<file path="config.mk">
export PLATFORM = sky130hd
export DESIGN_NAME = apdc_top
export DESIGN_NICKNAME = d
export VERILOG_FILES = /design/src/apdc_pkg.sv /design/src/apdc_slot_if.sv /design/src/apdc_top.sv /design/src/apdc_sync2.sv /design/src/apdc_slot_locate.sv
export SDC_FILE = /design/constraint.sdc
export NUM_CORES = 1
export LEC_CHECK = 0
export ABC_AREA = 1
export BUFFER_PORTS_ARGS = -buffer_cell sky130_fd_sc_hd__buf_2
export CORE_MARGIN = 2
export CORE_UTILIZATION = 35
export DETAILED_ROUTE_END_ITERATION = 10
export PLACE_DENSITY = 0.65
export SYNTH_ARGS = -nofsm -noshare
export SYNTH_HDL_FRONTEND = slang
export SYNTH_SLANG_ARGS = --single-unit
</file>
<file path="constraint.sdc">
create_clock -name clk_sys -period 8.95 [get_ports clk_sys]
set_input_delay 0 -clock clk_sys [delete_from_list [all_inputs] [get_ports clk_sys]]
set_output_delay 0 -clock clk_sys [all_outputs]
set_load 0.01 [all_outputs]
</file>
<file path="src/apdc_pkg.sv">
// constants, types and helpers shared by the audio port data-control block
// assumes a 32-bit apb register bus and a 24-bit converter data path
package apdc_pkg;

   // ==========================================================
   // register map (printed index, byte address is four times it)
   localparam logic [7:0] REG_IDX_CAPTURE = 8'h04;
   localparam logic [7:0] REG_IDX_PLAYBACK = 8'h05;
   localparam logic [7:0] REG_IDX_STATUS = 8'h06;
   localparam logic [9:0] ADDR_CAPTURE = {REG_IDX_CAPTURE, 2'b00};
   localparam logic [9:0] ADDR_PLAYBACK = {REG_IDX_PLAYBACK, 2'b00};
   localparam logic [9:0] ADDR_STATUS = {REG_IDX_STATUS, 2'b00};

   // ==========================================================
   // field positions
   localparam int BIT_LEFT_SRC = 15;
   localparam int BIT_RIGHT_SRC = 14;
   localparam int BIT_SLOT_MUX = 13;
   localparam int BIT_SLOT_SEL = 12;
   localparam int BIT_BCLK_INV = 8;
   localparam int BIT_LR_INV = 7;
   localparam int WL_LSB = 5;
   localparam int FMT_LSB = 3;
   localparam int STAT_SEEN = 15;

   // ==========================================================
   // reset values and writable bits
   localparam logic [15:0] CAP_RESET = 16'h4050;
   localparam logic [15:0] PLAY_RESET = 16'h4000;
   localparam logic [15:0] CAP_MASK = 16'hf1f8;
   localparam logic [15:0] PLAY_MASK = 16'hf000;

   // ==========================================================
   // data path sizes
   localparam int IDX_W = 10;
   localparam logic [IDX_W-1:0] IDX_MAX = 10'h3ff;
   localparam logic [5:0] REAL_BITS = 6'h18;

   typedef enum logic [1:0]
   {
      FMT_RJ = 2'b00,
      FMT_LJ = 2'b01,
      FMT_I2S = 2'b10,
      FMT_DSP = 2'b11
   } apdc_fmt_t;

   function automatic logic [5:0] wl_bits(input logic [1:0] wl);
      case (wl)
         2'b00: wl_bits = 6'h10;
         2'b01: wl_bits = 6'h14;
         2'b10: wl_bits = 6'h18;
         default: wl_bits = 6'h20;
      endcase
   endfunction

endpackage

</file>
<file path="src/apdc_slot_if.sv">
// bundle between the core and one slot locator
// assumes the core drives the frame position and config, the locator answers
`timescale 1ns/1ps
interface apdc_slot_if;
   logic [9:0] idx;
   logic half;
   logic [9:0] len;
   logic [1:0] fmt;
   logic [1:0] wl;
   logic tdm;
   logic sel;
   logic variant;
   logic hit;
   logic chan;
   logic [5:0] k;

   modport locator
   (
      input idx, half, len, fmt, wl, tdm, sel, variant,
      output hit, chan, k
   );
   modport core
   (
      output idx, half, len, fmt, wl, tdm, sel, variant,
      input hit, chan, k
   );
endinterface

</file>
<file path="src/apdc_top.sv">
// audio port data control: format, word length, polarity, source routing
// and two-slot multiplexing of the capture and playback serial lines
// assumes bit and frame clocks arrive on pins (slave timing) and an apb master
//
// The implementer's own choice: the APB slave port.
`timescale 1ns/1ps
module apdc_top
(
   // clock, reset, enable
   input wire logic clk_sys,
   input wire logic rst,
   input wire logic ce,
   // apb slave
   input wire logic psel,
   input wire logic penable,
   input wire logic pwrite,
   input wire logic [9:0] paddr,
   input wire logic [31:0] pwdata,
   output logic [31:0] prdata,
   output logic pready,
   output logic pslverr,
   // serial pins
   input wire logic bclk_pin,
   input wire logic lrclk_pin,
   input wire logic playback_serial_in,
   output logic capture_serial_out,
   output logic capture_serial_oe,
   // converter side
   input wire logic [23:0] cap_left_word,
   input wire logic [23:0] cap_right_word,
   output logic [23:0] play_left_word,
   output logic [23:0] play_right_word,
   output logic play_word_valid
);
   // ==========================================================
   // registers
   logic [15:0] cap_ctl_r;
   logic [15:0] play_ctl_r;
   logic [31:0] prdata_r;
   logic acc_w;
   logic setup_rd;
   logic addr_ok;
   logic [31:0] rd_nxt;
   logic [9:0] idx_r;
   logic [9:0] len_r;
   logic seen_r;

   assign acc_w = psel && penable && pwrite;
   assign setup_rd = psel && !penable;
   assign addr_ok = (paddr == apdc_pkg::ADDR_CAPTURE) || (paddr == apdc_pkg::ADDR_PLAYBACK)
      || (paddr == apdc_pkg::ADDR_STATUS);
   // zero wait states: the access cycle always completes
   assign pready = penable;
   assign pslverr = psel && penable && !addr_ok;
   assign prdata = prdata_r;

   always_comb
   begin
      rd_nxt = 32'h0000_0000;
      case (paddr)
         apdc_pkg::ADDR_CAPTURE: rd_nxt = {16'h0000, cap_ctl_r};
         apdc_pkg::ADDR_PLAYBACK: rd_nxt = {16'h0000, play_ctl_r};
         apdc_pkg::ADDR_STATUS: rd_nxt = {16'h0000, seen_r, 5'h00, len_r};
         default: rd_nxt = 32'h0000_0000;
      endcase
   end

   always_ff @(posedge clk_sys or posedge rst)
   begin
      if (rst)
      begin
         prdata_r <= 32'h0000_0000;
      end
      else if (ce && setup_rd)
      begin
         prdata_r <= rd_nxt;
      end
   end

   // only documented fields are writable, others read zero
   always_ff @(posedge clk_sys or posedge rst)
   begin
      if (rst)
      begin
         cap_ctl_r <= apdc_pkg::CAP_RESET;
         play_ctl_r <= apdc_pkg::PLAY_RESET;
      end
      else if (ce && acc_w)
      begin
         // each direction has its own slot-mux enable and select
         if (paddr == apdc_pkg::ADDR_CAPTURE)
         begin
            cap_ctl_r <= pwdata[15:0] & apdc_pkg::CAP_MASK;
         end
         if (paddr == apdc_pkg::ADDR_PLAYBACK)
         begin
            play_ctl_r <= pwdata[15:0] & apdc_pkg::PLAY_MASK;
         end
      end
   end

   // ==========================================================
   // pin sampling and edge finding
   logic [2:0] pin_s;
   logic bclk_e;
   logic bclk_prev_r;
   logic lr_e;
   logic lr_prev_r;
   logic is_dsp;
   logic rise;
   logic ev;

   apdc_sync2 #(.W(3)) u_sync
   (
      .clk_sys(clk_sys),
      .rst(rst),
      .ce(ce),
      .d({playback_serial_in, lrclk_pin, bclk_pin}),
      .q(pin_s)
   );

   assign is_dsp = apdc_pkg::apdc_fmt_t'(cap_ctl_r[apdc_pkg::FMT_LSB +: 2])
      == apdc_pkg::FMT_DSP;
   // polarity applies to a received bit clock too
   assign bclk_e = pin_s[0] ^ cap_ctl_r[apdc_pkg::BIT_BCLK_INV];
   // bit 7 is a polarity only outside dsp, where it is the variant
   assign lr_e = pin_s[1] ^ (cap_ctl_r[apdc_pkg::BIT_LR_INV] && !is_dsp);
   assign rise = ce && bclk_e && !bclk_prev_r;
   // dsp frames start on the pulse's rising edge, others on any edge
   assign ev = is_dsp ? (lr_e && !lr_prev_r) : (lr_e != lr_prev_r);

   always_ff @(posedge clk_sys or posedge rst)
   begin
      if (rst)
      begin
         bclk_prev_r <= 1'b0;
      end
      else if (ce)
      begin
         bclk_prev_r <= bclk_e;
      end
   end

   // ==========================================================
   // frame position: index of this edge, predicted index of the next
   logic [9:0] cur_idx;
   logic [9:0] nxt_idx;
   logic nxt_half;
   logic wrap;

   always_comb
   begin
      if (ev)
      begin
         cur_idx = 10'h000;
      end
      else if (idx_r == apdc_pkg::IDX_MAX)
      begin
         cur_idx = idx_r;
      end
      else
      begin
         cur_idx = idx_r + 10'h001;
      end
      // half length (frame length in dsp) is learnt from the previous one, so words are
      // placed right from the second half on; words past the half are cut
      wrap = ({1'b0, cur_idx} + 11'h001) >= {1'b0, len_r};
      nxt_idx = wrap ? 10'h000 : cur_idx + 10'h001;
      nxt_half = (wrap && !is_dsp) ? !lr_e : lr_e;
   end

   always_ff @(posedge clk_sys or posedge rst)
   begin
      if (rst)
      begin
         idx_r <= 10'h000;
         len_r <= 10'h000;
         seen_r <= 1'b0;
         lr_prev_r <= 1'b0;
      end
      else if (rise)
      begin
         idx_r <= cur_idx;
         lr_prev_r <= lr_e;
         if (ev)
         begin
            len_r <= idx_r + 10'h001;
            seen_r <= 1'b1;
         end
      end
   end

   // ==========================================================
   // slot locators, one per direction
   apdc_slot_if cp ();
   apdc_slot_if pl ();

   assign cp.idx = nxt_idx;
   assign cp.half = nxt_half;
   assign cp.len = len_r;
   assign cp.fmt = cap_ctl_r[apdc_pkg::FMT_LSB +: 2];
   assign cp.wl = cap_ctl_r[apdc_pkg::WL_LSB +: 2];
   assign cp.tdm = cap_ctl_r[apdc_pkg::BIT_SLOT_MUX];
   assign cp.sel = cap_ctl_r[apdc_pkg::BIT_SLOT_SEL];
   assign cp.variant = cap_ctl_r[apdc_pkg::BIT_LR_INV];
   assign pl.idx = cur_idx;
   assign pl.half = lr_e;
   assign pl.len = len_r;
   assign pl.fmt = cap_ctl_r[apdc_pkg::FMT_LSB +: 2];
   assign pl.wl = cap_ctl_r[apdc_pkg::WL_LSB +: 2];
   assign pl.tdm = play_ctl_r[apdc_pkg::BIT_SLOT_MUX];
   assign pl.sel = play_ctl_r[apdc_pkg::BIT_SLOT_SEL];
   assign pl.variant = cap_ctl_r[apdc_pkg::BIT_LR_INV];

   apdc_slot_locate u_cap_loc
   (
      .s(cp.locator)
   );
   apdc_slot_locate u_play_loc
   (
      .s(pl.locator)
   );

   // ==========================================================
   // capture transmit: bit set up right after the edge before it is read
   logic [23:0] src_word;
   logic [23:0] tx_sh_r;
   logic cap_real;
   logic dout_r;
   logic oe_r;

   always_comb
   begin
      if (cp.chan)
      begin
         src_word = cap_ctl_r[apdc_pkg::BIT_RIGHT_SRC] ? cap_right_word
            : cap_left_word;
      end
      else
      begin
         src_word = cap_ctl_r[apdc_pkg::BIT_LEFT_SRC] ? cap_right_word
            : cap_left_word;
      end
   end

   // of a slot word only the 24 real bits are driven
   assign cap_real = cp.hit && (cp.k < apdc_pkg::REAL_BITS);

   always_ff @(posedge clk_sys or posedge rst)
   begin
      if (rst)
      begin
         tx_sh_r <= 24'h000000;
         dout_r <= 1'b0;
         oe_r <= 1'b0;
      end
      else if (rise)
      begin
         if (cp.hit && cp.k == 6'h00)
         begin
            tx_sh_r <= {src_word[22:0], 1'b0};
            dout_r <= src_word[23];
         end
         else if (cap_real)
         begin
            tx_sh_r <= {tx_sh_r[22:0], 1'b0};
            dout_r <= tx_sh_r[23];
         end
         else
         begin
            dout_r <= 1'b0;
         end
         // multiplexed: float outside own real bits; the far senders
         // must keep out of this window
         oe_r <= cp.tdm ? cap_real : !(cp.hit && !cap_real);
      end
   end

   assign capture_serial_out = dout_r;
   assign capture_serial_oe = oe_r;

   // ==========================================================
   // playback receive
   logic pl_real;
   logic [5:0] last_k;
   logic pl_done;
   logic [23:0] rx_sh_r;
   logic [23:0] rx_full;
   logic [23:0] rx_left_r;
   logic [23:0] rx_right_r;
   logic [23:0] play_left_r;
   logic [23:0] play_right_r;
   logic play_valid_r;

   // bits past the 24th are ignored
   assign pl_real = pl.hit && (pl.k < apdc_pkg::REAL_BITS);
   assign last_k = (apdc_pkg::wl_bits(pl.wl) < apdc_pkg::REAL_BITS)
      ? apdc_pkg::wl_bits(pl.wl) - 6'h01 : apdc_pkg::REAL_BITS - 6'h01;
   assign pl_done = rise && pl_real && (pl.k == last_k);
   // short words are msb aligned in the 24-bit converter word
   assign rx_full = {rx_sh_r[22:0], pin_s[2]} << (5'h17 - last_k[4:0]);

   always_ff @(posedge clk_sys or posedge rst)
   begin
      if (rst)
      begin
         rx_sh_r <= 24'h000000;
      end
      else if (rise && pl_real)
      begin
         rx_sh_r <= {rx_sh_r[22:0], pin_s[2]};
      end
   end

   always_ff @(posedge clk_sys or posedge rst)
   begin
      if (rst)
      begin
         rx_left_r <= 24'h000000;
         rx_right_r <= 24'h000000;
         play_left_r <= 24'h000000;
         play_right_r <= 24'h000000;
         play_valid_r <= 1'b0;
      end
      else if (ce)
      begin
         play_valid_r <= pl_done && pl.chan;
         if (pl_done && !pl.chan)
         begin
            rx_left_r <= rx_full;
         end
         if (pl_done && pl.chan)
         begin
            rx_right_r <= rx_full;
            play_left_r <= play_ctl_r[apdc_pkg::BIT_LEFT_SRC] ? rx_full
               : rx_left_r;
            play_right_r <= play_ctl_r[apdc_pkg::BIT_RIGHT_SRC] ? rx_full
               : rx_left_r;
         end
      end
   end

   assign play_left_word = play_left_r;
   assign play_right_word = play_right_r;
   assign play_word_valid = play_valid_r;
endmodule

</file>
<file path="src/apdc_sync2.sv">
// two-flop synchroniser for pins from outside the system clock domain
// assumes the clock enable freezes both stages
`timescale 1ns/1ps
module apdc_sync2 #(
   parameter int W = 1
)
(
   // clock and reset
   input wire logic clk_sys,
   input wire logic rst,
   input wire logic ce,
   // data
   input wire logic [W-1:0] d,
   output logic [W-1:0] q
);
   logic [W-1:0] meta_r;

   always_ff @(posedge clk_sys or posedge rst)
   begin
      if (rst)
      begin
         meta_r <= '0;
         q <= '0;
      end
      else if (ce)
      begin
         meta_r <= d;
         q <= meta_r;
      end
   end
endmodule

</file>
<file path="src/apdc_slot_locate.sv">
// finds whether a bit-clock index lies in the programmed word of a slot
// assumes idx counts rising bit edges from the last frame-clock event
`timescale 1ns/1ps
module apdc_slot_locate
(
   // frame position in, slot answer out
   apdc_slot_if.locator s
);
   logic [10:0] w;
   logic [10:0] n_w;
   logic [10:0] s_off;
   logic [10:0] base;
   logic [10:0] start;
   logic [10:0] idx;

   always_comb
   begin
      w = {5'h00, apdc_pkg::wl_bits(s.wl)};
      n_w = s.tdm ? {w[9:0], 1'b0} : w;
      s_off = (s.tdm && s.sel) ? w : 11'h000;
      idx = {1'b0, s.idx};
      base = 11'h000;
      s.chan = ~s.half;
      case (apdc_pkg::apdc_fmt_t'(s.fmt))
         apdc_pkg::FMT_RJ:
         begin
            // group of slots ends on the last edge of the half
            base = ({1'b0, s.len} > n_w) ? {1'b0, s.len} - n_w : 11'h000;
         end
         apdc_pkg::FMT_LJ:
         begin
            base = 11'h000;
         end
         apdc_pkg::FMT_I2S:
         begin
            // msb one edge late, left word while frame clock is low
            base = 11'h001;
            s.chan = s.half;
         end
         apdc_pkg::FMT_DSP:
         begin
            // variant b starts at the first edge, a at the second
            base = s.variant ? 11'h000 : 11'h001;
            s.chan = 1'b0;
            // right channel follows straight after left
            if (idx >= base + n_w)
            begin
               base = base + n_w;
               s.chan = 1'b1;
            end
         end
         default:
         begin
            base = 11'h000;
         end
      endcase
      // slot 1 begins right after slot 0
      start = base + s_off;
      s.hit = (idx >= start) && (idx < start + w);
      s.k = 6'(idx - start);
   end
endmodule

</file>
# Word-level counts from Yosys, hierarchy flattened
# Index checks and enable logic that the tools add are counted.
# totals
ff_bits,197
input_bits,99
output_inout_bits,85
elab_cells,138
# classes
addsub,15
magnitude_cmp,12
eq_ne,11
shifts,1
n_mux,33
n_bitwise,4
n_reduce_logical,44
# ops
cell,count
two-way mux 24 bit,7
one-hot mux 11 bit (4 select lines),2
one-hot mux 16 bit (3 select lines),1
adder 11 x 6 -> 11 bit,4
>= comparator 10 x 11 -> 1 bit,4
two-way mux 11 bit,4
equality test 10 x 5 -> 1 bit (second input constant),3
two-way mux 10 bit,3
left shift 24 x 5 -> 24 bit,1
logical AND 1 bit,23
adder 11 bit,2
greater-than comparator 10 x 11 -> 1 bit,2
< comparator 10 x 11 -> 1 bit,2
subtractor 10 x 11 -> 11 bit,2
adder 10 x 1 -> 10 bit (second input constant),2
< comparator 6 x 5 -> 1 bit (second input constant),3
two-way mux 6 bit,3
one-hot mux 6 bit (3 select lines),1
two-way mux 7 bit,2
AND reduction 2 bit,6
subtractor 6 bit,2
adder 10 x 1 -> 11 bit (second input constant),1
>= comparator 11 x 10 -> 1 bit,1
equality test 10 bit (second input constant),1
other kinds (15),38

# Depth between registers and ports, before layout
# Gate-level depths: netlist (run 1).
# logic_depth
depth_word,22
ltp_mapped,60
depth_no_buf,58

# Modules after synthesis
# A second synthesis (run 1) with hierarchy kept.
# unflattened
hier_cells,1803
hier_area_um2,13141.4
# modules_own_cells
mod,instances,cells_per_inst,area_per_inst_um2,seq_area_each_um2
apdc_top,1,1210,9412.8,4309.1
apdc_slot_locate at u_play_loc,1,279,1755.4,0.0
apdc_slot_locate at u_cap_loc,1,288,1747.9,0.0
apdc_sync2,1,26,225.2,150.1

# Worst setup path before layout (run 1)
# No wires, ideal clock.
# synth_path
kind,register -> register
start,reg cap_ctl_r[4]
end,reg tx_sh_r[10]
setup_time_ps,116
t_arrival_ps,7920
required_time_ps,8834
setup_slack_ps,914
stages_incl_launch_ff,59
n_path_buf,2
period_less_slack_ps,8036
cell_sequence,dfstp_2 -> nand2_2 -> nand2_1 -> xor2_1 -> inv_1 -> ha_1 -> o21ai_4 -> buf_6 -> nand2_1 -> inv_1 -> ha_1 -> nand4_4 -> nor2_4 -> xor2_1 -> ha_1 -> nand2_1 -> inv_1 -> a21oi_1 -> [23 not listed] -> ha_1 -> nand2_1 -> nor2_1 -> a211oi_1 -> xnor2_1 -> ha_1 -> a21oi_1 -> o221ai_1 -> nand3_1 -> nand2_1 -> a21o_1 -> nand2_4 -> nand3_4 -> nor2_4 -> inv_2 -> buf_6 -> nand2_1 -> nand2_1
# synth_via
elab_chain_cells,20
word_cells_on_any_way,38
classes_between,add/sub: 5; order compare: 5; eq/ne: 4; mux: 10; bitwise: 2; reduce/logical: 12
# synth_lines
element,line_no,source
from (decl),apdc_top.sv:37,logic [15:0] cap_ctl_r;
from (signal assigned),apdc_top.sv:85,cap_ctl_r <= apdc_pkg::CAP_RESET;
from (signal assigned),apdc_top.sv:93,cap_ctl_r <= pwdata[15:0] & apdc_pkg::CAP_MASK;
equality test 2 bit (*),apdc_top.sv:123,== apdc_pkg::FMT_DSP;
logical NOT 1 bit (*),apdc_top.sv:127,assign lr_e = pin_s[1] ^ (cap_ctl_r[apdc_pkg::BIT_LR_INV] && !is_dsp);
logical AND 1 bit (*),apdc_top.sv:127,
XOR 1 bit (*),apdc_top.sv:127,
named net lr_e,apdc_top.sv:107,logic lr_e;
!= test 1 bit or logical AND 1 bit (tied branches),apdc_top.sv:130,assign ev = is_dsp ? (lr_e && !lr_prev_r) : (lr_e != lr_prev_r);
two-way mux 1 bit (*),apdc_top.sv:130,
two-way mux 10 bit (*),apdc_top.sv:153,if (ev)
named net cur_idx[1],apdc_top.sv:146,logic [9:0] cur_idx;
[5 not listed],-,
one-hot mux 11 bit (4 select lines),apdc_slot_locate.sv:24,case (apdc_pkg::apdc_fmt_t'(s.fmt))
adder 11 x 6 -> 11 bit,apdc_slot_locate.sv:58,start = base + s_off;
adder 11 x 6 -> 11 bit,apdc_slot_locate.sv:59,s.hit = (idx >= start) && (idx < start + w);
< comparator 10 x 11 -> 1 bit,apdc_slot_locate.sv:59,
logical AND 1 bit,apdc_slot_locate.sv:59,
logical AND 1 bit (on tied branches),"apdc_top.sv:247, apdc_top.sv:259",
nonzero test 2 bit (no source line),-,
AND reduction 2 bit (no source line),-,
to (signal assigned),apdc_top.sv:261,"tx_sh_r <= {src_word[22:0], 1'b0};"
to (signal assigned),apdc_top.sv:266,"tx_sh_r <= {tx_sh_r[22:0], 1'b0};"
to (decl),apdc_top.sv:227,logic [23:0] tx_sh_r;
# The timed path passes the listed nets; every way through them passes the cells marked *.
# A chain may end at the register's enable or synchronous reset.

# Final worst setup path (run 1)
# layout_path
start,reg cap_ctl_r[4]
end,reg tx_sh_r[21]
# Same word-level chain as after synthesis.

==> results by stage, run 1 <==
Run status:
- The flow ran to the end, and the final reports show no timing, DRC or antenna violations.

CTS:
- The clock drives approximately 180 sinks.
- The total CTS buffers is 17.
- At the later pin of the worst-skew pair, clock insertion delay measures 0.46 ns.
- In this run the clock root is driven by a clkbuf_16.
- The clock passes through at most 2 buffers.
- TritonCTS built the clock tree.
- After clock tree synthesis, the clock-pin slew on the worst setup and hold paths is roughly 0.08 ns.
- The H-tree generated during clock tree synthesis spans 4 levels.

Placement:
- Prior to clock tree synthesis, the placed netlist has a worst setup slack of -0.01509 ns.
- Port buffering added around 140 buffers.
- Detailed placement finished with a half-perimeter wire length of 28.32 mm.
- The congestion estimate from routability-driven global placement came to 0.9397.
- The cell count after placement is 2,513.

STA:
- The worst path in the final design needs a cycle of 8.415 ns, including I/O delays and setup.
- Setup violations remaining at the end of the flow were counted as 0.
- The highest clock rate is 118.8 MHz.
- The setup slack after layout is between 0.5 and 0.6 ns.
- After layout, the worst path uses around 94% of the clock period.
- The remaining max-slew budget at the tightest pin is 21.20%.
- The final hold violation count is 0.
- At the pin with the least slew margin, the transition time is 1.181 ns.
- The number of pins exceeding their max-slew limit in the final report is 0.
- The final setup skew is roughly 0.017 ns.

Final layout:
- The library cell used most frequently in the layout, excluding fill and tap cells, is nand2_1.
- The share of final-layout standard cells stronger than drive strength 1 is between 10 and 15%.
- The register cell area after layout is 4461 sq um.
- The number of nets in the finished design is 2,238.
- The area taken by multi-input logic gates is 7705 sq um.
- The number of inserted diodes is 0.
- The number of non-filler instances in the completed layout is 2,567.
- The fill cell instance count of the final layout is 3,876.
- The top cell types in the final layout, fill and taps aside, are nand2_1 (629), inv_1 (223), o21ai_0 (202).
- Compared with the post-synthesis result, the final layout area differs by 15.23%.

Critical path:
- The critical path's most frequent cell is nand2_1.
- On the critical path, the stage with the largest delay is an instance of dfstp_2.
- Along the worst path, the maximum fanout reaches 23.
- In this run the critical register-to-register path is launched from cap_ctl_r[4].
- The setup check on the worst reg-to-reg path leaves a slack of approximately 0.53 ns.
- The startpoint class of the critical path is a flip-flop.
- The delay of the slowest cell on the worst path is between 0.5 and 0.6 ns.
- Data on the critical path arrives at its endpoint at just under 9 ns.
- Measured in cells, the most critical reg-to-reg path has a length of 58.
- The endpoint identified for the worst register-to-register timing path is tx_sh_r[21].
- The worst setup path is of the reg -> reg kind.
- STA puts the critical path data required time at between 9 and 10 ns.
- The element type at the critical path end is a flip-flop.

Pwr:
- Internal power comes to around 0.0020 W.
- The power after layout is slightly below 0.004 W.
- The switching part of the total is just under 50%.
- The net switching power is approximately 0.0019 W.
- The part of the power in combinational logic is 54.5%.
- The worst-case IR drop observed on VDD is about 0.00026 V.
- The share of total power in sequential cells is between 20% and 30%.
- In this run the static leakage power is approximately 8.0 nW.
- The clock network accounts for 19.4% of the total power.
- The power per cell area is approximately 250 nW/um^2.

Floorplanning:
- The floorplan step set the die width to between 150 and 200 um.
- The total die area is ~40,000 sq um.
- The die is between 150 and 200 um tall.
- The initial standard-cell utilization of the core is approximately 36%.
- The count of pins on the block boundary is around 180.
- The region available for standard cell placement spans 37,760 sq um.
- The number of rows in the core area is a little over 70.

Worst hold path:
- The path class of the tightest hold or removal check is in -> reg.
- The beginning of the worst hold path is penable.
- The path with the worst hold slack has its endpoint at prdata[14].
- The number of cells on the worst hold path is 5.

Yosys:
- After technology mapping, the gate count stands at a little under 2,000.
- In the post-synthesis netlist, the biggest area contributors are dfrtp_1 (32%), nand2_1 (18%), ha_1 (8.3%), o21ai_0 (7.6%), inv_1 (6.3%).
- After synthesis, flip-flops and latches occupy roughly 33% of the total area.
- The mean area per synthesized cell is roughly 7 sq um.
- After synthesis, the largest area contributor takes up around 32% of total cell area.
- The Yosys warning count is 0.
- Synthesis instantiated 53 different standard cells from the library.
- The most used flip-flop cell after synthesis is dfrtp_1.
- The number of enable-type register cells in the synthesized netlist is 0.
- The total standard cell area after synthesis is 13,430 sq um.
- Synthesis inferred about 180 register bits.
- Summed over all instances, the cell type with the most area after synthesis is dfrtp_1.
- The fraction of registers with async set/reset is 100.0%.

Route:
- The post-route antenna net violation count is 0.
- The average wire length per cell after detail routing is about 15 um.
- The vias per cell is ~5.0.
- After the first detailed-routing iteration, the DRC count stood at roughly 1,100.
- The pre-antenna-repair detailed-routing pass consisted of 7 iterations.
- In the routed design, unresolved DRC markers number 0.
- Across all layers, the routed design uses 12,900 vias.
- The wire length reported by the detailed router is approximately 38 mm.

GRT:
- The wire length of the first global-routing pass is about 61 mm.
- Entering global routing, the biggest net connects about 110 pins.
- The number of global-route vias before repair was between 10,000 and 15,000.
- The overall global routing resource usage is 18.92%.
- For this run the aggregate overflow at the end of global routing stands at 0.
- The initial antenna violation count is 0.

Flow run:
- The total of max-cap violations is 0.
==> synth_stat cells (all sizes together) (4+ instances only) <==
cell and count:
a21oi 59, a22oi 12, buf 57, clkbuf 53, dfrtp 174, dfstp 4
fa 7, ha 89, inv 235, nand2 640, nand3 50, nand4 111
nor2 98, nor3 17, o21ai 206, o221ai 5, o22ai 17, o31ai 5
or2 8, xnor2 13, xor2 30
==> how the worst max path moves through the flow <==
stage / start / to / slack, ns / cells past startpoint
3_5_place_dp: cap_ctl_r[4] / tx_sh_r[3] / -0.02 / 57
3_3_place_gp: cap_ctl_r[4] / tx_sh_r[14] / 0.21 / 57
4_1_cts: cap_ctl_r[4] / tx_sh_r[14] / 0.00005 / 58
2_1_floorplan: cap_ctl_r[4] / tx_sh_r[10] / 0.91 / 58
6_report: cap_ctl_r[4] / tx_sh_r[21] / 0.53 / 58
5_1_grt: cap_ctl_r[4] / tx_sh_r[21] / -0.09 / 59
==> final cells by class <==
| class | instances | area share (%) |
|---|---|---|
| Multi-Input combinational cell | 1413 | 49.79 |
| Inverter | 238 | 5.822 |
| Clock inverter | 15 | 1.059 |
| Timing Repair Buffer | 195 | 7.617 |
| Sequential cell | 178 | 28.83 |
| Tap cell | 511 | 4.132 |
| Clock buffer | 17 | 2.749 |
==> critical path, delay by kind of cell, from the launching register on <==
family / cells / cell delay, ns
DFF: 1 / 0.54
adders and majority gates: 7 / 1.85
and+or+nand+nor: 33 / 3.09
buffers and inverters: 6 / 0.68
xor gates and xnor gates: 4 / 0.70
AOI/OAI and AO/OA: 8 / 1.42
==> logic make-up (layout without fill, tap and decap cells) <==
kind of cell               count (synthesis)  count (layout)  share of synthesized area [%]
muxes                                      1               1                        0.08386
AOI/OAI and AO/OA                        320             320                          13.01
buffers and inverters                    348             465                          10.85
adders and majority gates                 96              96                          9.337
xor gates and xnor gates                  43              43                          2.861
other                                      1              18                        0.02793
and+or+nand+nor                          935             935                          30.63
DFF                                      178             178                          33.21
==> stage by stage <==
| step | area (sq um) | hold slack [ns] | TNS [ns] | util, % |
|---|---|---|---|---|
| after floorplan | 13490 | 0.09177 | 0 | - |
| after global placement | 14540 | 0.2110 | 0 | 38.52 |
| after detailed placement | 14540 | 0.2147 | -0.02966 | 38.52 |
| after CTS | 15340 | 0.02111 | 0 | 40.62 |
| after global routing | 15470 | 0.05318 | -1.291 | 40.98 |
| final | 15470 | 0.02951 | 0 | 40.98 |
==> power by group through the flow <==
stage               Clock (W)  Combinational, W  Sequential, W
floorplan                   0           0.00153        0.00100
global placement            0           0.00198        0.00103
detailed placement          0           0.00202        0.00104
CTS                  0.000774           0.00205        0.00102
global route         0.000810           0.00240        0.00104
finish               0.000763           0.00214        0.00103
==> layer usage <==
metal | GRT usage [%] | share of wire, % | vias up
met4 | 5.487 | 2.4 | 0
met5 | 0 | 0 | -
met2 | 31.47 | 47 | 314
met3 | 2.470 | 4.4 | 67
met1 | 25.74 | 46 | 6055
li1 | - | - | 6460
==> sequential cells by signal, indices dropped and copies added (netlist names), 3 cells and up <==
register         cells
play_ctl_r           4
idx_r               10
play_left_word      24
rx_left_r           24
cap_ctl_r           10
rx_sh_r             23
tx_sh_r             23
cp.len              10
u_sync.q             3
play_right_word     24
u_sync.meta_r        3
prdata              14
==> what timing repair did <==
item,in CTS,in global routing
pin swaps,0,3
resized for setup,1,30
buffers inserted,0,2
endpoints found under the hold margin,128,0
hold buffers,20,0
setup endpoints to repair,25,25
Note: power is estimated with default switching activity, not from simulation.
==> inputs of run 2 (changes only) <==
--- a/config.mk
+++ b/config.mk
@@ -11,6 +11,7 @@
 export CORE_UTILIZATION = 35
 export DETAILED_ROUTE_END_ITERATION = 10
 export PLACE_DENSITY = 0.65
+export REMOVE_ABC_BUFFERS = 1
 export SYNTH_ARGS = -nofsm -noshare
 export SYNTH_HDL_FRONTEND = slang
 export SYNTH_SLANG_ARGS = --single-unit
==> run 2 against run 1 <==
Against the previous run: the run now ends with negative hold slack left; worst hold slack got worse by 0.033 ns; first-iteration DRC count decreased by 22%; via count hardly changed; critical path depth shrank 2; core utilization increased by 0.39 points; clock power decreased by 0.5%; worst setup slack better by 0.047 ns; final area increased by 0.95%; total power decreased by 0.34%; routed wire length up 0.26%; critical path type unchanged; critical endpoint is now tx_sh_r[13]; highest routed layer unchanged.
==> results by stage, run 2 (synthesis gave the netlist of run 1 again) <==
Run status:
- The flow ran to the end, but the final reports show violations.
- The final reports fail on negative hold slack.

CTS:
- The buffer depth of the longest clock path is 2 (unchanged).
- The clock root buffer is clkbuf_16.
- The number of clock sinks seen by CTS came to 178 (unchanged).
- The maximum level of the CTS H-tree is 4 (unchanged).
- The clock latency reported for the late side of the worst-skew pair came to 0.46 ns (about the same).
- The clock edge transition at the registers on the reported setup and hold paths is 0.08 ns (about the same).
- TritonCTS built the clock tree.
- The total CTS buffers is 17 (unchanged).

GRT:
- The global routing usage on met2 is 32.10% (+0.63 points).
- The number of global-route vias before repair is 12,090 (+1.6%).
- The met3 capacity usage during global routing is 2.671% (+0.20 points).
- The overall global routing resource usage is 19.23% (+0.30 points).
- In this run the most used layer during global routing was met2.
- The total overflow reported by the global router came to 0 (unchanged).
- The initial antenna violation count was 0 (unchanged).
- The wire length of the first global-routing pass is 61.28 mm (+1.1%).
- The pin count of the biggest net entering global routing was 82 (-27%).
- The met1 global-route usage is 25.61% (-0.13 points).

Critical path:
- By startpoint and endpoint, the worst setup path is classified as reg -> reg.
- The slowest stage of the critical path belongs to the cell dfstp_2.
- The critical path data arrival time is 8.72 ns (-0.04 ns).
- The count of buffering cells on the critical path with inverters included came to 8 (+2).
- The data required time at the worst endpoint was 9.30 ns (about the same).
- The element type at the critical path end is a flip-flop.
- The minimum setup slack among reg-to-reg paths came to 0.58 ns (+0.05 ns).
- The worst setup path is launched from a flip-flop.
- The length in cells of the worst reg-to-reg path is 56 (-3.4%).
- The cell family contributing the most delay on the critical path is simple AND/OR/NAND/NOR gates.
- The startpoint identified for the worst register-to-register timing path is cap_ctl_r[4].
- By instance count, the cell type seen most on the critical path is nand2_1.
- The delay of the slowest cell on the worst path is 0.59 ns (+0.05 ns).
- The launching instance or port of the critical path is cap_ctl_r[4].
- The end of the worst register-to-register path is tx_sh_r[13].
- The largest driver fanout on the critical path is 11 (-52%).
- The number of cells on the critical path was 56 (-3.4%).

Route:
- The post-route antenna net violation count is 0 (unchanged).
- The vias per cell is 4.988 (-0.70%).
- The wire length reported by the detailed router is 38.15 mm (+0.26%).
- The violation count after the first detailed-routing iteration is 874 (-22%).
- The remaining design rule violation count is 0 (unchanged).
- The average wire length per cell after detail routing is 14.77 um (-0.36%).
- The total number of vias is 12,890 (-0.085%).
- The first-pass iteration count of the detailed router is 6 (-1).

Final layout:
- The number of non-filler instances in the completed layout was 2,583 (+0.62%).
- The share of final-layout standard cells stronger than drive strength 1 is 14.58% (+0.57 points).
- The number of nets in the finished design was 2,254 (+0.71%).
- In the layout the commonest cells are nand2_1 (628), inv_1 (224), o21ai_0 (203).
- Relative to the synthesized area, the layout overhead comes to 16.33%.
- The number of inserted diodes is 0 (unchanged).
- The leading cell type in the layout, fill and taps excluded is nand2_1.

STA:
- The aggregate negative setup slack was 0 ns (unchanged).
- The final hold violation count came to 1 (+1).
- The final setup skew is 0.01091 ns (-0.006342 ns).
- The remaining max-slew budget at the tightest pin was 22.02% (+0.82 points).
- The number of pins exceeding their max-slew limit in the final report is 0 (unchanged).
- The number of setup violations in the final report is 0 (unchanged).
- The worst hold margin was -0.003716 ns (-0.03323 ns).
- The highest clock rate is 119.5 MHz (+0.56%).
- The share of the clock period used by the worst path after layout is 93.50% (-0.52 points).
- The actual transition at the worst max-transition pin is 1.168 ns (-0.01224 ns).
- The clock period minus worst slack was 8.369 ns (-0.04663 ns).

Placement:
- The cell count after placement is 2,524 (+0.44%).
- The placer's final routability congestion estimate is 0.9378 (-0.20%).
- The quantity of I/O buffers inserted on ports is 143 (unchanged).
- The placed wire-length estimate after detailed placement is 28.60 mm (+0.97%).

Pwr:
- The static power due to leakage is 8.095 nW (+1.1%).
- The highest ir drop seen on vdd was 0.0002554 V (-0.39%).
- The power per cell area came to 250.8 nW/um^2 (-1.3%).

Floorplanning:
- The placeable core region is 37,760 sq um (unchanged).
- The total die area is 39,950 sq um (unchanged).
- The count of pins on the block boundary was 184 (unchanged).
- The number of rows in the core area is 71 (unchanged).
- The initial standard-cell utilization of the core came to 35.57% (unchanged).
- The vertical die dimension is 199.9 um (unchanged).
- The chip width was 199.9 um (unchanged).

Worst hold path:
- The beginning of the worst hold path is cap_right_word[0].
- The path class of the tightest hold or removal check is in -> reg.
- The number of cells on the worst hold path is 5 (unchanged).
- The sink of the worst hold path is tx_sh_r[1].

Flow run:
- The total of max-cap violations is 0 (unchanged).
==> run 2: metal layers <==
metal  up-vias  share of wire (%)
li1       6506                  -
met1      6001                 45
met2       324                 48
met3        54                4.5
met4         0                2.5
met5         -                  0
==> run 2: worst register-to-register path: cells and delay by family (launching register included) <==
kind                     cells  cell delay, ns
flip-flops                   1            0.59
XOR/XNOR                     3            0.56
buffers and inverters        8            0.88
AND/OR/NAND/NOR             31            3.16
AO/OA/AOI/OAI                8            1.40
adder cells (fa/ha/maj)      6            1.70
==> run 2: report_power, final <==
part	switching, W	internal, W	total, W	leakage, nW
Combinational	0.00140	0.000731	0.00213	5.46
Sequential	0.000106	0.000920	0.00103	2.35
Clock	0.000385	0.000374	0.000759	0.282
==> run 2: stage by stage <==
step	hold WS (ns)	worst slack [ns]	cell area, sq um	total power [W]	utilization [%]
final	-0.003716	0.5814	15620	0.003918	41.38
after global routing	0.03633	-0.05628	15620	0.004254	41.38
after CTS	0.001779	0.01318	15480	0.003868	41.01
after detailed placement	0.06450	0.05043	14650	0.003082	38.80
after global placement	0.06458	0.3356	14650	0.003045	38.80
after floorplan	0	-2.185	12930	0.002434	-
==> run 2: worst max-delay path by stage <==
stage          slack (ns)                 to
2_1_floorplan       -2.19  play_left_word[0]
3_3_place_gp         0.34        tx_sh_r[17]
3_5_place_dp         0.05        tx_sh_r[11]
4_1_cts              0.01        tx_sh_r[17]
5_1_grt             -0.06        tx_sh_r[21]
6_report             0.58        tx_sh_r[13]
==> run 2: what timing repair did <==
action / 4_1_cts / 5_1_grt
resized for setup: 1 / 23
buffers inserted: 0 / 4
hold endpoints to repair: 71 / 0
hold buffers: 23 / 0
pin swaps: 0 / 5
setup endpoints to repair: 22 / 25
==> run 2: layout make-up <==
cell class / count / area (sq um)
fillers: 3915 / 22130
multi-input cells: 1413 / 7711
flip-flops and latches: 178 / 4459
repair buffers: 211 / 1316
inverters: 238 / 898.4
well taps: 511 / 639.4
clock buffers: 17 / 425.4
clock inverters: 15 / 171.4
==> inputs of run 3 (changes only) <==
--- a/config.mk
+++ b/config.mk
@@ -8,9 +8,9 @@
 export ABC_AREA = 1
 export BUFFER_PORTS_ARGS = -buffer_cell sky130_fd_sc_hd__buf_2
 export CORE_MARGIN = 2
-export CORE_UTILIZATION = 35
+export CORE_UTILIZATION = 30
 export DETAILED_ROUTE_END_ITERATION = 10
-export PLACE_DENSITY = 0.65
+export PLACE_DENSITY = 0.59
 export REMOVE_ABC_BUFFERS = 1
 export SYNTH_ARGS = -nofsm -noshare
 export SYNTH_HDL_FRONTEND = slang
==> constraint.sdc (replaced) <==
create_clock -name clk_sys -period 8.95 [get_ports clk_sys]
set_input_delay 0 -clock clk_sys [delete_from_list [all_inputs] [get_ports clk_sys]]
set_output_delay 0 -clock clk_sys [all_outputs]
set_load 0.1 [all_outputs]
==> run 3 against run 2 <==
Against the previous run: the run now ends clean; first-iteration DRC count rose by 3.0%; total power is 2.4% higher; sequential share of layout area fell by 0.22 points; non-clock buffer count fell by 5; clock skew rose by 0.017 ns; die area is 16% higher; cell count rose by 2.9%; routed wire length rose by 2.2%; via count fell by 1.1%; flip-flop and latch count unchanged; worst hold slack improved by 0.021 ns; global-route usage down 2.5 points; largest cell class unchanged.
==> results by stage, run 3 (synthesis gave the netlist of run 1 again) <==
STA:
- The highest clock rate came to 119.5 MHz (about the same).
- The setup slack after layout is 0.5806 ns (-0.0007790 ns).
- The worst hold margin is 0.01695 ns (+0.02066 ns).
- The remaining max-slew budget at the tightest pin is 18.38% (-3.6 points).
- The share of the clock period used by the worst path after layout is 93.51% (about the same).
- The actual transition at the worst max-transition pin is 1.223 ns (+0.05457 ns).
- The final hold violation count is 0 (-1).
- The number of pins exceeding their max-slew limit in the final report is 0 (unchanged).
- The final setup skew is 0.02741 ns (+0.01650 ns).
- The number of setup violations in the final report is 0 (unchanged).
- The aggregate negative setup slack came to 0 ns (unchanged).
- The clock period minus worst slack is 8.369 ns (+0.0007790 ns).

Floorplanning:
- The number of rows in the core area came to 77 (+8.5%).
- The vertical die dimension is 215.6 um (+7.9%).
- The chip width is 215.6 um (+7.9%).
- The initial standard-cell utilization of the core is 30.37% (-5.2 points).
- The count of pins on the block boundary came to 184 (unchanged).
- The placeable core region is 44,220 sq um (+17%).
- The total die area is 46,470 sq um (+16%).

Run status:
- The flow ran to the end, and the final reports show no timing, DRC or antenna violations.

Route:
- The average wire length per cell after detail routing is 14.67 um (-0.68%).
- The vias per cell is 4.794 (-3.9%).
- The violation count after the first detailed-routing iteration is 900 (+3.0%).
- The total number of vias was 12,750 (-1.1%).
- The remaining design rule violation count is 0 (unchanged).
- The wire length reported by the detailed router is 39.00 mm (+2.2%).
- The post-route antenna net violation count is 0 (unchanged).
- The first-pass iteration count of the detailed router is 5 (-1).

CTS:
- Clock tree synthesis selected as its root buffer the cell clkbuf_16.
- The maximum level of the CTS H-tree is 4 (unchanged).
- The number of clock sinks seen by CTS is 178 (unchanged).
- The clock latency reported for the late side of the worst-skew pair is 0.48 ns (+0.02 ns).
- The buffer depth of the longest clock path came to 2 (unchanged).
- The total CTS buffers is 17 (unchanged).
- The clock edge transition at the registers on the reported setup and hold paths is 0.10 ns (+0.02 ns).
- The clock tree from TritonCTS is built.

GRT:
- The total overflow reported by the global router is 0 (unchanged).
- The initial antenna violation count came to 0 (unchanged).
- The number of global-route vias before repair is 11,840 (-2.1%).
- The pin count of the biggest net entering global routing is 101 (+23%).
- The wire length of the first global-routing pass is 62.62 mm (+2.2%).
- The overall global routing resource usage was 16.72% (-2.5 points).

Pwr:
- The highest ir drop seen on vdd is 0.0002270 V (-11%).
- The power after layout is 0.004012 W (+2.4%).
- The static power due to leakage was 8.094 nW (about the same).
- The power per cell area was 254.9 nW/um^2 (+1.6%).

Final layout:
- Relative to the synthesized area, the layout overhead comes to 17.22%.
- Leaving out fill and tap cells, the most frequent cell in the layout is nand2_1.
- The share of final-layout standard cells stronger than drive strength 1 was 14.51% (-0.062 points).
- The number of non-filler instances in the completed layout was 2,659 (+2.9%).
- The library cells used most frequently in the layout, excluding fill and tap cells, are nand2_1 (627), inv_1 (222), o21ai_0 (202).
- The number of inserted diodes is 0 (unchanged).
- The number of nets in the finished design was 2,249 (-0.22%).

Critical path:
- Among the stages of the critical path, the cell type that occurs most often is nand2_1.
- The startpoint class of the critical path is a flip-flop.
- The classification of the worst setup path is reg -> reg.
- The worst setup path is captured at a flip-flop.
- In this run the critical register-to-register path is launched from cap_ctl_r[4].
- In this run the critical register-to-register path is captured at tx_sh_r[2].
- The length in cells of the worst reg-to-reg path is 54 (-3.6%).
- The minimum setup slack among reg-to-reg paths is 0.58 ns (about the same).
- The critical path data arrival time is 8.76 ns (+0.04 ns).
- The data required time at the worst endpoint was 9.34 ns (+0.04 ns).
- The delay of the slowest cell on the worst path was 0.60 ns (about the same).
- The critical path's slowest cell is dfstp_2.
- The largest driver fanout on the critical path is 11 (unchanged).

Worst hold path:
- The path with the worst hold slack has its endpoint at prdata[5].
- The number of cells on the worst hold path is 5 (unchanged).
- The beginning of the worst hold path is penable.
- In this run the worst hold path is classified as in -> reg.

Flow run:
- The total of max-cap violations is 0 (unchanged).

Placement:
- The placer's final routability congestion estimate is 0.9090 (-3.1%).
- The quantity of I/O buffers inserted on ports is 143 (unchanged).
- The pre-CTS setup slack is 0.1196 ns (+0.06918 ns).
- The placed wire-length estimate after detailed placement is 28.72 mm (+0.43%).
- The cell count after placement was 2,601 (+3.1%).
run 3: metal layers:
metal  routed length (um)  global-route usage [%]  part of all wire (%)
met1                17880                   22.46                    46
met2                18470                   27.76                    47
met3                 1879                   2.889                   4.8
met4                  771                   4.391                   2.0
met5                    0                       0                     0
run 3: per-stage QoR:
stage               cell area, sq um  utilization, %
CTS                            15540           35.14
global placement               14710           33.26
floorplan                      12930               -
finish                         15740           35.59
detailed placement             14710           33.26
global route                   15740           35.59
run 3: final cells by class:
| class | count | area, sq um |
|---|---|---|
| Tap cell | 592 | 740.7 |
| Sequential cell | 178 | 4459 |
| Inverter | 238 | 905.9 |
| Fill cell | 4644 | 28480 |
| Multi-Input combinational cell | 1413 | 7717 |
| Timing Repair Buffer | 206 | 1299 |
| Clock buffer | 18 | 439.2 |
| Clock inverter | 14 | 178.9 |
run 3: power breakdown:
| group | switching (W) | internal, W |
|---|---|---|
| Combinational | 0.00146 | 0.000721 |
| Clock | 0.000414 | 0.000390 |
| Sequential | 0.000104 | 0.000920 |
| Total | 0.00198 | 0.00203 |
run 3: worst max-delay path, delay by kind of cell (launching register included):
| family | cells | cell delay [ns] |
|---|---|---|
| adders and majority gates | 7 | 1.96 |
| and+or+nand+nor | 29 | 2.98 |
| buffers and inverters | 5 | 0.57 |
| xor gates and xnor gates | 4 | 0.76 |
| AOI/OAI and AO/OA | 9 | 1.43 |
| DFF | 1 | 0.60 |
run 3: worst max-delay path by stage:
stage,end,slack [ns],startpoint
after floorplan,play_left_word[0],-2.19,cap_ctl_r[4]
after global placement,tx_sh_r[16],0.27,cap_ctl_r[4]
after detailed placement,tx_sh_r[16],0.12,cap_ctl_r[4]
after CTS,tx_sh_r[3],0.03,cap_ctl_r[4]
after global routing,tx_sh_r[1],-0.09,cap_ctl_r[4]
final,tx_sh_r[2],0.58,cap_ctl_r[4]
run 3: repair_timing:
item	CTS	global route
buffers inserted	0	4
resized for setup	0	40
hold buffers	21	0
endpoints found under the setup margin	0	25
hold endpoints to repair	69	0
